[config.mk]
export PLATFORM = sky130hd
export DESIGN_NAME = sst_ctl
export DESIGN_NICKNAME = d
export VERILOG_FILES = /design/src/sst_pkg.sv /design/src/sst_ctl.sv
export VERILOG_INCLUDE_DIRS = /design/src
export SDC_FILE = /design/constraint.sdc
export NUM_CORES = 1
export LEC_CHECK = 0
export BUFFER_PORTS_ARGS = -buffer_cell sky130_fd_sc_hd__buf_2
export CAP_MARGIN = 25
export CORE_MARGIN = 1
export CORE_UTILIZATION = 54
export DETAILED_ROUTE_END_ITERATION = 7
export GPL_TIMING_DRIVEN = 0
export PLACE_DENSITY_LB_ADDON = 0.12
export SYNTH_ARGS = -nofsm -noshare
export SYNTH_HDL_FRONTEND = slang
export SYNTH_SLANG_ARGS = --single-unit
export TNS_END_PERCENT = 100
[constraint.sdc]
create_clock -name sys_clk -period 2.9 [get_ports sys_clk]
set_clock_uncertainty 0.1 [all_clocks]
set_input_delay 0.29 -clock sys_clk [delete_from_list [all_inputs] [get_ports sys_clk]]
set_output_delay 0.29 -clock sys_clk [all_outputs]
set_load 0.005 [all_outputs]
[src/sst_map.svh]
/*
  Register selects, field positions, reset values and fixed counts of the
  synchronous serial transmitter control block.
  Assumes inclusion by bare name from the design.
*/
`ifndef SST_MAP_SVH
`define SST_MAP_SVH

// ****************************************
// Register selects
// ****************************************
`define SST_SEL_CSR       2'h0
`define SST_SEL_DBUF      2'h1
`define SST_SEL_SYNC      2'h2
`define SST_SEL_PARAM     2'h3

// ****************************************
// Control and status fields
// ****************************************
`define SST_CSR_FILL_SENT 15
`define SST_CSR_SOFT_CLR  8
`define SST_CSR_TX_DONE   7
`define SST_CSR_TX_IEN    6
`define SST_CSR_UND_IEN   5
`define SST_CSR_SEND      4
`define SST_CSR_RX_BLOCK_ON_TX  3
`define SST_CSR_BREAK     0

// ****************************************
// Line parameter fields
// ****************************************
`define SST_PAR_LEN_LO    0
`define SST_PAR_LEN_HI    1
`define SST_PAR_PAR_EN    2
`define SST_PAR_PAR_ODD   3

// ****************************************
// Values and counts
// ****************************************
`define SST_BYTE_ONES     8'hFF
`define SST_MIN_CHAR_LEN  4'h5
`define SST_LEN_MAX_CODE  2'h3
`define SST_LAST_BIT      4'h1
`define SST_WORD_ZERO     16'h0000
`define SST_FIFO_DEPTH    8
`define SST_BR_LEVEL      3'h5
`define SST_RX_VECTOR     8'h30
`define SST_TX_VECTOR     8'h34

`endif

[src/sst_pkg.sv]
/*
  Types of the synchronous serial transmitter control block.
  Assumes nothing beyond a SystemVerilog compiler.
*/
package sst_pkg;

  // ****************************************
  // Transmitter states
  // ****************************************
  typedef enum logic [0:0] {
    SST_IDLE,
    SST_SHIFT
  } sst_fsm_t;

  // ****************************************
  // Whole state of the control block
  // ****************************************
  typedef struct packed {
    logic        tx_done_irq_enable;
    logic        underrun_irq_enable;
    logic        send;
    logic        rx_block_on_tx;
    logic        brk;
    logic        fill_sent_flag;
    logic        tx_done;
    logic [7:0]  tx_data_buffer;
    logic [7:0]  sync_char;
    logic [1:0]  char_len;
    logic        par_en;
    logic        par_odd;
    sst_fsm_t    fsm;
    logic [8:0]  shreg;
    logic [3:0]  bits_left;
    logic        serial_out;
    logic        rx_disable;
    logic        rx_served;
    logic        tx_served;
    logic [7:0]  vector;
    logic [15:0] rdata;
  } sst_state_t;

endpackage

[src/sst_ctl.sv]
/*
  Transmit data FIFO and the transmitter control block of a synchronous
  serial line: control/status register, write-only data buffer, sync and
  line parameter registers, serial shifter and interrupt request logic.
  Assumes a register port with one-cycle read and write strobes and a
  transmit bit tick from the modem clock, synchronous to sys_clk.
*/
// Notes on behaviour
// - Transmit-done flag raises transmitter request while its enable is set.
// - Fill-sent flag raises transmitter request while its own enable is set.
// - Enables, send, half duplex, break are read/write, cleared by any reset.
// - Send arms the transmitter; output starts with the first buffered character.
// - Dropping send finishes the current character, then idles at mark.
// - Half duplex with send set disables the receiver.
// - Break holds the serial output low.
// - Buffer takes 5 to 8 bit characters, right justified in low byte.
// - Parity bit is generated and appended by the transmitter.
// - Data buffer is write-only and resets to all ones.
// - Separate receiver and transmitter vectors; receiver wins when both request.
// - Receiver request from receive-done or modem change, each with enable.
// - Bus request level defaults to five, set by a parameter.
// - Vector addresses are parameters, not fixed.
// - Sync register resets to ones and serves as fill character.
// - No new character at end of frame sends sync and flags fill.
// - Done flag set by reset and on first bit out, cleared by load.
// - Fill-sent flag is read-only, set on fill, cleared by status read.
`include "sst_map.svh"

// ****************************************
// FIFO
// ****************************************
module sst_fifo #(
  parameter int WIDTH = 8,
  parameter int DEPTH = `SST_FIFO_DEPTH
) (
  input  wire logic             sys_clk,
  input  wire logic             arst_n,
  input  wire logic             flush,
  input  wire logic             in_valid,
  output      logic             in_ready,
  input  wire logic [WIDTH-1:0] in_data,
  output      logic             out_valid,
  input  wire logic             out_ready,
  output      logic [WIDTH-1:0] out_data
);
  localparam int AW = (DEPTH > 1) ? $clog2(DEPTH) : 1;
  localparam logic [AW:0]   FULL_CNT = (AW+1)'(DEPTH);
  localparam logic [AW-1:0] LAST_PTR = AW'(DEPTH - 1);

  typedef struct packed {
    logic [DEPTH-1:0][WIDTH-1:0] mem;
    logic [AW-1:0]               wp;
    logic [AW-1:0]               rp;
    logic [AW:0]                 cnt;
  } sst_fifo_state_t;

  sst_fifo_state_t st;
  sst_fifo_state_t next_st;
  logic            push;
  logic            pop;

  assign in_ready  = (st.cnt != FULL_CNT);
  assign out_valid = (st.cnt != '0);
  assign out_data  = st.mem[st.rp];
  assign push      = in_valid & in_ready;
  assign pop       = out_valid & out_ready;

  always_comb begin
    next_st = st;
    if (push) begin
      next_st.mem[st.wp] = in_data;
      next_st.wp         = (st.wp == LAST_PTR) ? '0 : st.wp + 1'b1;
    end
    if (pop) begin
      next_st.rp = (st.rp == LAST_PTR) ? '0 : st.rp + 1'b1;
    end
    // Simultaneous push and pop keep the count
    if (push && !pop) begin
      next_st.cnt = st.cnt + 1'b1;
    end else if (pop && !push) begin
      next_st.cnt = st.cnt - 1'b1;
    end
    if (flush) begin
      next_st = '0;
    end
  end

  always_ff @(posedge sys_clk or negedge arst_n) begin
    if (!arst_n) begin
      st <= '0;
    end else begin
      st <= next_st;
    end
  end
endmodule // sst_fifo

// ****************************************
// Transmitter control
// ****************************************
module sst_ctl #(
  parameter logic [2:0] BUS_REQUEST_LEVEL = `SST_BR_LEVEL,
  parameter logic [7:0] RX_VECTOR         = `SST_RX_VECTOR,
  parameter logic [7:0] TX_VECTOR         = `SST_TX_VECTOR,
  parameter int         FIFO_DEPTH        = `SST_FIFO_DEPTH
) (
  input  wire logic        sys_clk,
  input  wire logic        arst_n,
  input  wire logic [1:0]  reg_sel,
  input  wire logic        reg_wr,
  input  wire logic        reg_rd,
  input  wire logic [15:0] reg_wdata,
  output      logic [15:0] reg_rdata,
  output      logic        tx_buf_ready,
  input  wire logic        tx_bit_tick,
  output      logic        serial_out,
  output      logic        rx_disable,
  input  wire logic        rx_done_flag,
  input  wire logic        rx_ready_irq_enable,
  input  wire logic        modem_status_change_flag,
  input  wire logic        modem_change_irq_enable,
  input  wire logic        irq_ack,
  output      logic        rx_irq_req,
  output      logic        tx_irq_req,
  output      logic [7:0]  irq_vector,
  output      logic [2:0]  bus_request_level
);
  // Reset image; data buffer and sync character come up as ones
  localparam sst_pkg::sst_state_t RST_ST = '{
    tx_done:        1'b1,
    tx_data_buffer: `SST_BYTE_ONES,
    sync_char:      `SST_BYTE_ONES,
    fsm:            sst_pkg::SST_IDLE,
    shreg:          '1,
    serial_out:     1'b1,
    default:        '0
  };

  sst_pkg::sst_state_t st;
  sst_pkg::sst_state_t next_st;
  logic                wr_csr;
  logic                wr_dbuf;
  logic                rd_csr;
  logic                soft_clear;
  logic                fifo_valid;
  logic                fifo_pop;
  logic [7:0]          fifo_data;
  logic                rx_cond;
  logic                tx_cond;

  // ****************************************
  // Frame builder
  // ****************************************
  // Unused high data bits are masked so parity covers only real bits
  function automatic logic [8:0] sst_frame(
    input logic [7:0] d,
    input logic [1:0] len,
    input logic       pe,
    input logic       odd
  );
    logic [7:0] m;
    logic [8:0] f;
    logic [3:0] pos;
    m   = d & (`SST_BYTE_ONES >> (`SST_LEN_MAX_CODE - len));
    f   = {1'b1, m};
    pos = `SST_MIN_CHAR_LEN + {2'b00, len};
    if (pe) begin
      f[pos] = (^m) ^ odd;
    end
    return f;
  endfunction

  function automatic logic [3:0] sst_bits(input logic [1:0] len, input logic pe);
    return `SST_MIN_CHAR_LEN + {2'b00, len} + {3'b000, pe};
  endfunction

  // ****************************************
  // Register strobes
  // ****************************************
  assign wr_csr     = reg_wr && (reg_sel == `SST_SEL_CSR);
  assign wr_dbuf    = reg_wr && (reg_sel == `SST_SEL_DBUF);
  assign rd_csr     = reg_rd && (reg_sel == `SST_SEL_CSR);
  assign soft_clear = wr_csr && reg_wdata[`SST_CSR_SOFT_CLR];

  sst_fifo #(
    .WIDTH (8),
    .DEPTH (FIFO_DEPTH)
  ) u_fifo (
    .sys_clk   (sys_clk),
    .arst_n    (arst_n),
    .flush     (soft_clear),
    .in_valid  (wr_dbuf),
    .in_ready  (tx_buf_ready),
    .in_data   (reg_wdata[7:0]),
    .out_valid (fifo_valid),
    .out_ready (fifo_pop),
    .out_data  (fifo_data)
  );

  // ****************************************
  // Interrupt requests
  // ****************************************
  assign rx_cond = (rx_done_flag && rx_ready_irq_enable)
                || (modem_status_change_flag && modem_change_irq_enable);
  assign tx_cond = (st.tx_done && st.tx_done_irq_enable)
                || (st.fill_sent_flag && st.underrun_irq_enable);
  // Held until served or the source falls away
  assign rx_irq_req = rx_cond && !st.rx_served;
  assign tx_irq_req = tx_cond && !st.tx_served;

  // Pop only at a tick where the shifter takes a new character
  assign fifo_pop = tx_bit_tick && fifo_valid && st.send
                 && ((st.fsm == sst_pkg::SST_IDLE)
                  || (st.bits_left == `SST_LAST_BIT));

  // ****************************************
  // Next state
  // ****************************************
  always_comb begin
    next_st = st;

    // Register writes
    if (wr_csr) begin
      next_st.tx_done_irq_enable  = reg_wdata[`SST_CSR_TX_IEN];
      next_st.underrun_irq_enable = reg_wdata[`SST_CSR_UND_IEN];
      next_st.send                = reg_wdata[`SST_CSR_SEND];
      next_st.rx_block_on_tx      = reg_wdata[`SST_CSR_RX_BLOCK_ON_TX];
      next_st.brk                 = reg_wdata[`SST_CSR_BREAK];
    end
    if (wr_dbuf) begin
      next_st.tx_data_buffer = reg_wdata[7:0];
      next_st.tx_done        = 1'b0;
    end
    if (reg_wr && (reg_sel == `SST_SEL_SYNC)) begin
      next_st.sync_char = reg_wdata[7:0];
    end
    if (reg_wr && (reg_sel == `SST_SEL_PARAM)) begin
      next_st.char_len = reg_wdata[`SST_PAR_LEN_HI:`SST_PAR_LEN_LO];
      next_st.par_en   = reg_wdata[`SST_PAR_PAR_EN];
      next_st.par_odd  = reg_wdata[`SST_PAR_PAR_ODD];
    end
    // Read clears first; a fill sent in the same cycle sets it again below
    if (rd_csr) begin
      next_st.fill_sent_flag = 1'b0;
    end

    // Serial shifter, advanced only on modem bit ticks
    if (tx_bit_tick) begin
      case (st.fsm)
        sst_pkg::SST_IDLE: begin
          if (fifo_pop) begin
            next_st.fsm       = sst_pkg::SST_SHIFT;
            next_st.shreg     = sst_frame(fifo_data, st.char_len, st.par_en, st.par_odd);
            next_st.bits_left = sst_bits(st.char_len, st.par_en);
            next_st.tx_done   = 1'b1;
          end
        end
        sst_pkg::SST_SHIFT: begin
          if (st.bits_left != `SST_LAST_BIT) begin
            next_st.shreg     = {1'b1, st.shreg[8:1]};
            next_st.bits_left = st.bits_left - 1'b1;
          end else if (!st.send) begin
            // Character done; sync is lost and the line rests at mark
            next_st.fsm   = sst_pkg::SST_IDLE;
            next_st.shreg = '1;
          end else if (fifo_valid) begin
            next_st.shreg     = sst_frame(fifo_data, st.char_len, st.par_en, st.par_odd);
            next_st.bits_left = sst_bits(st.char_len, st.par_en);
            next_st.tx_done   = 1'b1;
          end else begin
            next_st.shreg          = sst_frame(st.sync_char, st.char_len,
                                               st.par_en, st.par_odd);
            next_st.bits_left      = sst_bits(st.char_len, st.par_en);
            next_st.fill_sent_flag = 1'b1;
          end
        end
        default: begin
          next_st.fsm = sst_pkg::SST_IDLE;
        end
      endcase
    end

    // Line level follows the shifter unless break forces space
    if (next_st.brk) begin
      next_st.serial_out = 1'b0;
    end else if (next_st.fsm == sst_pkg::SST_SHIFT) begin
      next_st.serial_out = next_st.shreg[0];
    end else begin
      next_st.serial_out = 1'b1;
    end
    next_st.rx_disable = next_st.rx_block_on_tx && next_st.send;

    // Acknowledge: receiver served ahead of transmitter
    if (irq_ack && rx_irq_req) begin
      next_st.vector    = RX_VECTOR;
      next_st.rx_served = 1'b1;
    end else if (irq_ack && tx_irq_req) begin
      next_st.vector    = TX_VECTOR;
      next_st.tx_served = 1'b1;
    end
    if (!rx_cond) begin
      next_st.rx_served = 1'b0;
    end
    if (!tx_cond) begin
      next_st.tx_served = 1'b0;
    end

    // Read data; data buffer is write-only and reads zero
    next_st.rdata = `SST_WORD_ZERO;
    if (reg_rd) begin
      case (reg_sel)
        `SST_SEL_CSR: begin
          next_st.rdata[`SST_CSR_FILL_SENT] = st.fill_sent_flag;
          next_st.rdata[`SST_CSR_TX_DONE]   = st.tx_done;
          next_st.rdata[`SST_CSR_TX_IEN]    = st.tx_done_irq_enable;
          next_st.rdata[`SST_CSR_UND_IEN]   = st.underrun_irq_enable;
          next_st.rdata[`SST_CSR_SEND]      = st.send;
          next_st.rdata[`SST_CSR_RX_BLOCK_ON_TX]  = st.rx_block_on_tx;
          next_st.rdata[`SST_CSR_BREAK]     = st.brk;
        end
        `SST_SEL_SYNC: begin
          next_st.rdata[7:0] = st.sync_char;
        end
        `SST_SEL_PARAM: begin
          next_st.rdata[`SST_PAR_LEN_HI:`SST_PAR_LEN_LO] = st.char_len;
          next_st.rdata[`SST_PAR_PAR_EN]                 = st.par_en;
          next_st.rdata[`SST_PAR_PAR_ODD]                = st.par_odd;
        end
        default: begin
          next_st.rdata = `SST_WORD_ZERO;
        end
      endcase
    end

    // Software clear returns everything to the reset image
    if (soft_clear) begin
      next_st = RST_ST;
    end
  end

  always_ff @(posedge sys_clk or negedge arst_n) begin
    if (!arst_n) begin
      st <= RST_ST;
    end else begin
      st <= next_st;
    end
  end

  // ****************************************
  // Outputs
  // ****************************************
  assign reg_rdata         = st.rdata;
  assign serial_out        = st.serial_out;
  assign rx_disable        = st.rx_disable;
  assign irq_vector        = st.vector;
  assign bus_request_level = BUS_REQUEST_LEVEL;
endmodule // sst_ctl

# [Yosys cells after proc, flatten, opt, wreduce, memory -nomap -nowiden]
# Index checks and enable logic that the tools add are counted.
[word_totals] register_bits=135 elab_cells=165
[op_classes] add_sub_neg=8 magnitude_cmp=5 eq_ne=13 shift=1 mux=55 bitwise=7 n_reduce_logical=44
[op_table] op="74-bit 2-to-1 mux" count=1
[op_table] op="69-bit 2-to-1 mux" count=1
[op_table] op="67-bit 2-to-1 mux" count=1
[op_table] op="64-bit bitwise mux" count=1
[op_table] op="9-bit 2-to-1 mux" count=5
[op_table] op="8-bit 2-to-1 mux" count=4
[op_table] op="14-bit 2-to-1 mux" count=2
[op_table] op="14-bit case mux with 2 select lines" count=1
[op_table] op="13-bit 2-to-1 mux" count=2
[op_table] op="8-bit binary-select mux with 3-bit select" count=1
[op_table] op="8-bit demux with 3-bit select" count=1
[op_table] op="1-bit logical AND" count=22
[op_table] op="9-bit bitwise mux" count=2
[op_table] op="8-bit AND" count=2
[op_table] op="16-bit 2-to-1 mux" count=1
[op_table] op="4-bit 2-to-1 mux" count=4
[op_table] op="8-bit parity" count=2
[op_table] op="1-bit 2-to-1 mux" count=15
[op_table] op="2-bit nonzero test" count=6
[op_table] op="3-bit 2-to-1 mux" count=3
[op_table] op="3-bit by 2-bit != test with 1-bit output (second input constant)" count=3
[op_table] op="3-bit by 4-bit less-than comparator with 1-bit output (second input constant)" count=2
[op_table] op="4-bit by 1-bit != test with 1-bit output (second input constant)" count=2
[op_table] op="4-bit case mux with 2 select lines" count=1
[op_table] op="other kinds (32)" count=48

# [Logic depth before layout (Yosys ltp)]
[logic_depth] word_depth=15 depth_mapped=13 depth_no_buf=13

# [Modules after synthesis]
# Synthesis repeated with hierarchy kept, for this count alone.
[hier_totals] hier_cells=658 area_unflattened_um2=6877.8
[modules_own_cells] module="sst_fifo" n_inst=1 cells_per_inst=330 area_each_um2=3885.0 seq_area_each_um2=1851.8
[modules_own_cells] module="sst_ctl" n_inst=1 cells_per_inst=328 area_each_um2=2992.9 seq_area_each_um2=1224.9

# [Worst setup path before layout]
# OpenSTA, ideal clock, no wires.
[synth_timing] path_kind="reg2reg" startpoint="register st[29] (netlist bit)" endpoint="register u_fifo.st[3] (netlist bit)" setup_time_ps=132 t_arrival_ps=2615 required_time_ps=2668 slack_ps=54 stages_incl_launch_ff=14 path_buffers=0 synth_period_minus_slack_ps=2846 cell_sequence="dfrtp_1 > inv_1 > ha_1 > nor3b_1 > nor2b_1 > nor3_2 > nand2b_1 > ha_1 > a21o_1 > a21oi_1 > nand3_1 > o21ai_0 > xnor2_1 > nor2_1"
[synth_between] elab_chain_len=8 word_cells_on_any_way=10 cone_classes="eq/ne: 1; mux: 2; bitwise: 1; reduce/logical: 6"
[synth_rtl] item="from (decl)" line_no="sst_ctl.sv:138" source="sst_pkg::sst_state_t st;"
[synth_rtl] item="from (signal assigned)" line_no="sst_ctl.sv:344" source="st <= next_st;"
[synth_rtl] item="4-bit by 1-bit equality test with 1-bit output (no line) (*)"
[synth_rtl] item="1-bit logical OR (*)" line_no="sst_ctl.sv:212" source="&& ((st.fsm == sst_pkg::SST_IDLE)"
[synth_rtl] item="1-bit logical AND (*)" line_no="sst_ctl.sv:211" source="assign fifo_pop = tx_bit_tick && fifo_valid && st.send"
[synth_rtl] item="1-bit AND (*)" line_no="sst_ctl.sv:66" source="assign pop = out_valid & out_ready;"
[synth_rtl] item="1-bit logical NOT" line_no="sst_ctl.sv:78" source="if (push && !pop) begin"
[synth_rtl] item="1-bit logical AND" line_no="sst_ctl.sv:78"
[synth_rtl] item="4-bit 2-to-1 mux" line_no="sst_ctl.sv:78"
[synth_rtl] item="74-bit 2-to-1 mux" line_no="sst_ctl.sv:83" source="if (flush) begin"
[synth_rtl] item="to (signal assigned)" line_no="sst_ctl.sv:92" source="st <= next_st;"
[synth_rtl] item="to (decl)" line_no="sst_ctl.sv:57" source="sst_fifo_state_t st;"
# Every way passes the cells marked *; elsewhere a longest branch is shown, timed or not.
# A chain may end at the register's enable or synchronous reset.

# [Worst setup path after layout]
# Ends and elaborated chain as after synthesis.

==> results.md <==
- Maximum number of pins on one net before global-route repair: 100
- Post-route antenna net violation count: 0
- Row Count: 40
- Overall die area: 12900 um^2
- Data arrival time of the critical path: 2930 ps
- Later-pin clock latency in the skew report: 420 ps
- Achievable Freq: 364 MHz
- Via count of the first global-routing pass: 5058
- Worst relative slew slack: 46.0%
- Yosys synthesis warning count: 0
- Type of the worst min-delay path: in2reg
- Horiz. Die Dim: 113 um
- Global Route Usage Sum: 28.0%
- Final net count: 760
- Port buffer count: 31
- Sequential share of the synthesized area: 45.9%
- Sum of overflow across all layers after global routing: 0
- Cell seen most often among critical-path stages: sky130_fd_sc_hd__ha_1
- Sequential Power Share: 35.5%
- Clock sink count: 122
- Die span in y: 113 um
- Antenna fix cells: 0
- HPWL after DPL: 11.4 mm
- Worst setup SP type: flip-flop
- Worst Path Required: 3090 ps
- Worst-path maximum fanout: 7
- Multi-input gate area: 3280 um^2
- Crit path time final: 2740 ps
- Via Count: 4999
- Drt wl/cell: 18.4 um
- I/O pin count: 60
- Max rail drop VDD: 0.588 mV
- DRC viols: 0
- CTS Root Cell: sky130_fd_sc_hd__clkbuf_16
- Filler cell count: 969
- Slew of the pin with the lowest slew margin: 804 ps
- Clock-pin slew reported for the worst setup and hold paths after clock tree synthesis: 60 ps
- Slowest cell on the critical path: sky130_fd_sc_hd__dfrtp_1
- Finish-stage setup viols: 0
- Gp weighted congestion: 0.878
- Number of synthesized flops with an enable pin: 0
- Longest Clk Path Bufs: 2
- Footprint of the flip-flops and latches: 3080 um^2
- Worst-path cell chain: inv_1 -> ha_1 -> nor3b_4 -> nor2b_2 -> nor3_4 -> nand2b_4 -> ha_1 -> a21o_1 -> a21oi_1 -> nand3_1 -> o21ai_0 -> xnor2_1 -> nor2_1
- Finished Layout Cells: 896
- Fraction of post-synthesis cell area in the top cell type by area: 38.4%
- Total routed wirelength: 16.5 mm
- Effective utilization at floorplan: 55.6%
- Dominant cell type by area after synthesis: sky130_fd_sc_hd__dfrtp_1
- Buffers & Inverters on Critical Path: 1
- Top cells by count, synth: sky130_fd_sc_hd__dfrtp_1 (103), sky130_fd_sc_hd__nor2_1 (103), sky130_fd_sc_hd__mux2i_1 (78), sky130_fd_sc_hd__nand2_1 (59)
- Switching pwr: 2.39 mW
- Cell Area, Synth: 6700 um^2
- Antenna violations before repair: 0
- Proportion of layout cells with a drive suffix above 1: 20.2%
- Outcome: completed
- Core region area: 12100 um^2
- Count of different cell masters after synthesis: 60
- Switching share of power: 33.6%
- Final clock period utilization by the worst path: 94.6%
- Cell family contributing the most delay on the critical path: simple AND/OR/NAND/NOR gates
- Classification of the worst setup path: reg2reg
- CTS Buf Count: 17
- Post-synthesis average cell area: 10.4 um^2
- Deepest level of the CTS H-tree: 4
- Ratio of total power to cell area: 909 nW/um^2
- Total of flip-flops plus latches after synthesis: 122
- Iteration-0 DRC Markers: 310
- Main synth FF type: sky130_fd_sc_hd__dfrtp_1
- Total count of hold-check failures in the final report: 0
- Internal power of the cells: 4.72 mW
- Placed instance count: 860
- Overall Power: 7.11 mW
- Clock tree from TritonCTS: done
- Static leakage: 3.86 nW
- Layout overhead on the synthesized area: 16.7%
- Maximum single-stage delay on the critical path: 410 ps
- Global-route wire length before repair: 26.8 mm
- Setup TNS Final: 0 ps
- Crit. End Element: flip-flop
- Post-DR vias/cell: 5.58
- Part of the total power dissipated in combinational logic: 35.1%
- Slew Viols, Final: 0
- Ranking of synthesized cells by area: sky130_fd_sc_hd__dfrtp_1 (38%), sky130_fd_sc_hd__mux2i_1 (12%), sky130_fd_sc_hd__dfstp_2 (7.4%), sky130_fd_sc_hd__nor2_1 (5.8%), sky130_fd_sc_hd__nand2_1 (3.3%)
- Proportion of power drawn by the clock network: 29.4%
- Max Cap Violations: 0
- Number of iterations in the first detailed-routing pass: 7
- Syn Inst Count: 646
- Share of flip-flops with an asynchronous set or reset: 100%
## sequential cells by signal, summed over array words and instances (netlist names)
register,count
irq_vector,2
reg_rdata,9
rx_disable,1
serial_out,1
st,35
u_fifo.st,74
## layout make-up
cell class / count / area share, %
clock inverters: 7 / 1.14
flip-flops and latches: 122 / 39.3
multi-input cells: 458 / 42.0
repair buffers: 37 / 3.01
well taps: 168 / 2.69
plain buffers: 67 / 4.96
clock buffers: 25 / 6.33
inverters: 12 / 0.576
## worst paths after layout
path	start	endpoint	slack, ps	depth (start not counted)
max	st[29]	u_fifo.st[3]	160	13
min	reg_rd	reg_rdata[2]	50	3
max reg2reg	st[29]	u_fifo.st[3]	160	13
min reg2reg	st[46]	st[46]	420	2
max in group asynchronous	arst_n	st[35]	1720	3
min in group asynchronous	arst_n	u_fifo.st[1]	210	2
## placed cells by master, fill, tap and decap left out, types with 4 or more instances in the layout
cell	instances
sky130_fd_sc_hd__a211oi_1	5
sky130_fd_sc_hd__mux2i_1	77
sky130_fd_sc_hd__dfstp_2	19
sky130_fd_sc_hd__clkinv_2	4
sky130_fd_sc_hd__o21ai_0	24
sky130_fd_sc_hd__clkbuf_16	17
sky130_fd_sc_hd__o22ai_1	7
sky130_fd_sc_hd__nand4_1	4
sky130_fd_sc_hd__a21oi_1	26
sky130_fd_sc_hd__nand2_1	59
sky130_fd_sc_hd__xnor2_1	13
sky130_fd_sc_hd__clkbuf_8	4
sky130_fd_sc_hd__mux4_1	8
sky130_fd_sc_hd__conb_1	15
sky130_fd_sc_hd__nand3_1	16
sky130_fd_sc_hd__dfrtp_1	103
sky130_fd_sc_hd__mux4_2	8
sky130_fd_sc_hd__clkbuf_1	32
sky130_fd_sc_hd__nor2_1	103
sky130_fd_sc_hd__inv_1	12
sky130_fd_sc_hd__buf_4	30
sky130_fd_sc_hd__nor3_1	6
sky130_fd_sc_hd__ha_1	15
sky130_fd_sc_hd__buf_2	36
sky130_fd_sc_hd__a22oi_1	8
sky130_fd_sc_hd__nand2b_1	11
## per-stage QoR
stage / worst slack (ps) / cell area, um^2 / utilization [%] / hold WS [ps]
2_1_floorplan: 53.5 / 6750 / - / -106
3_3_place_gp: -596 / 7120 / 59.0 / 378
3_5_place_dp: -721 / 7160 / 59.4 / 62.2
4_1_cts: 36.1 / 7800 / 64.7 / 43.4
5_1_grt: -4.73 / 7820 / 64.9 / 71.0
6_report: 156 / 7820 / 64.9 / 50.3
## routing by layer
layer | up-vias | track usage (%) | routed length [um]
met4 | 0 | 9.91 | 330
met3 | 28 | 6.70 | 915
met2 | 154 | 47.2 | 8060
met1 | 2475 | 35.4 | 7170
met5 | - | 0 | 0
li1 | 2342 | - | -
## worst reg2reg max path: cells and delay by family (launching register included)
family / cells / cell delay, ps
compound gates: 3 / 460
buf+inv: 1 / 90
fa+ha+maj: 2 / 380
simple gates: 6 / 1040
flops: 1 / 410
xor+xnor: 1 / 140
## power groups by stage
stage | registers, mW | logic, mW | clock network, mW
floorplan | 2.41 | 1.89 | 0
global placement | 2.49 | 2.32 | 0
detailed placement | 2.52 | 2.43 | 0
CTS | 2.51 | 2.47 | 2.11
global route | 2.57 | 2.73 | 2.18
finish | 2.52 | 2.50 | 2.09
## logic make-up after synthesis
logic type / after synthesis / synth area share, %
flip-flops: 122 / 45.9
other: 2 / 0.112
XOR/XNOR: 17 / 2.87
AND/OR/NAND/NOR: 223 / 14.7
buffers and inverters: 79 / 6.46
multiplexers: 99 / 18.5
adder cells (fa/ha/maj): 17 / 3.40
AO/OA/AOI/OAI: 87 / 7.99
## what timing repair did
item                                    4_1_cts  5_1_grt
endpoints found under the setup margin        4        3
hold endpoints to repair                     24        0
buffers inserted                              1        1
gates resized for setup                       5        3
pin swaps                                     1        0
hold buffers                                  2        0
(Power assumes the default switching activity.)
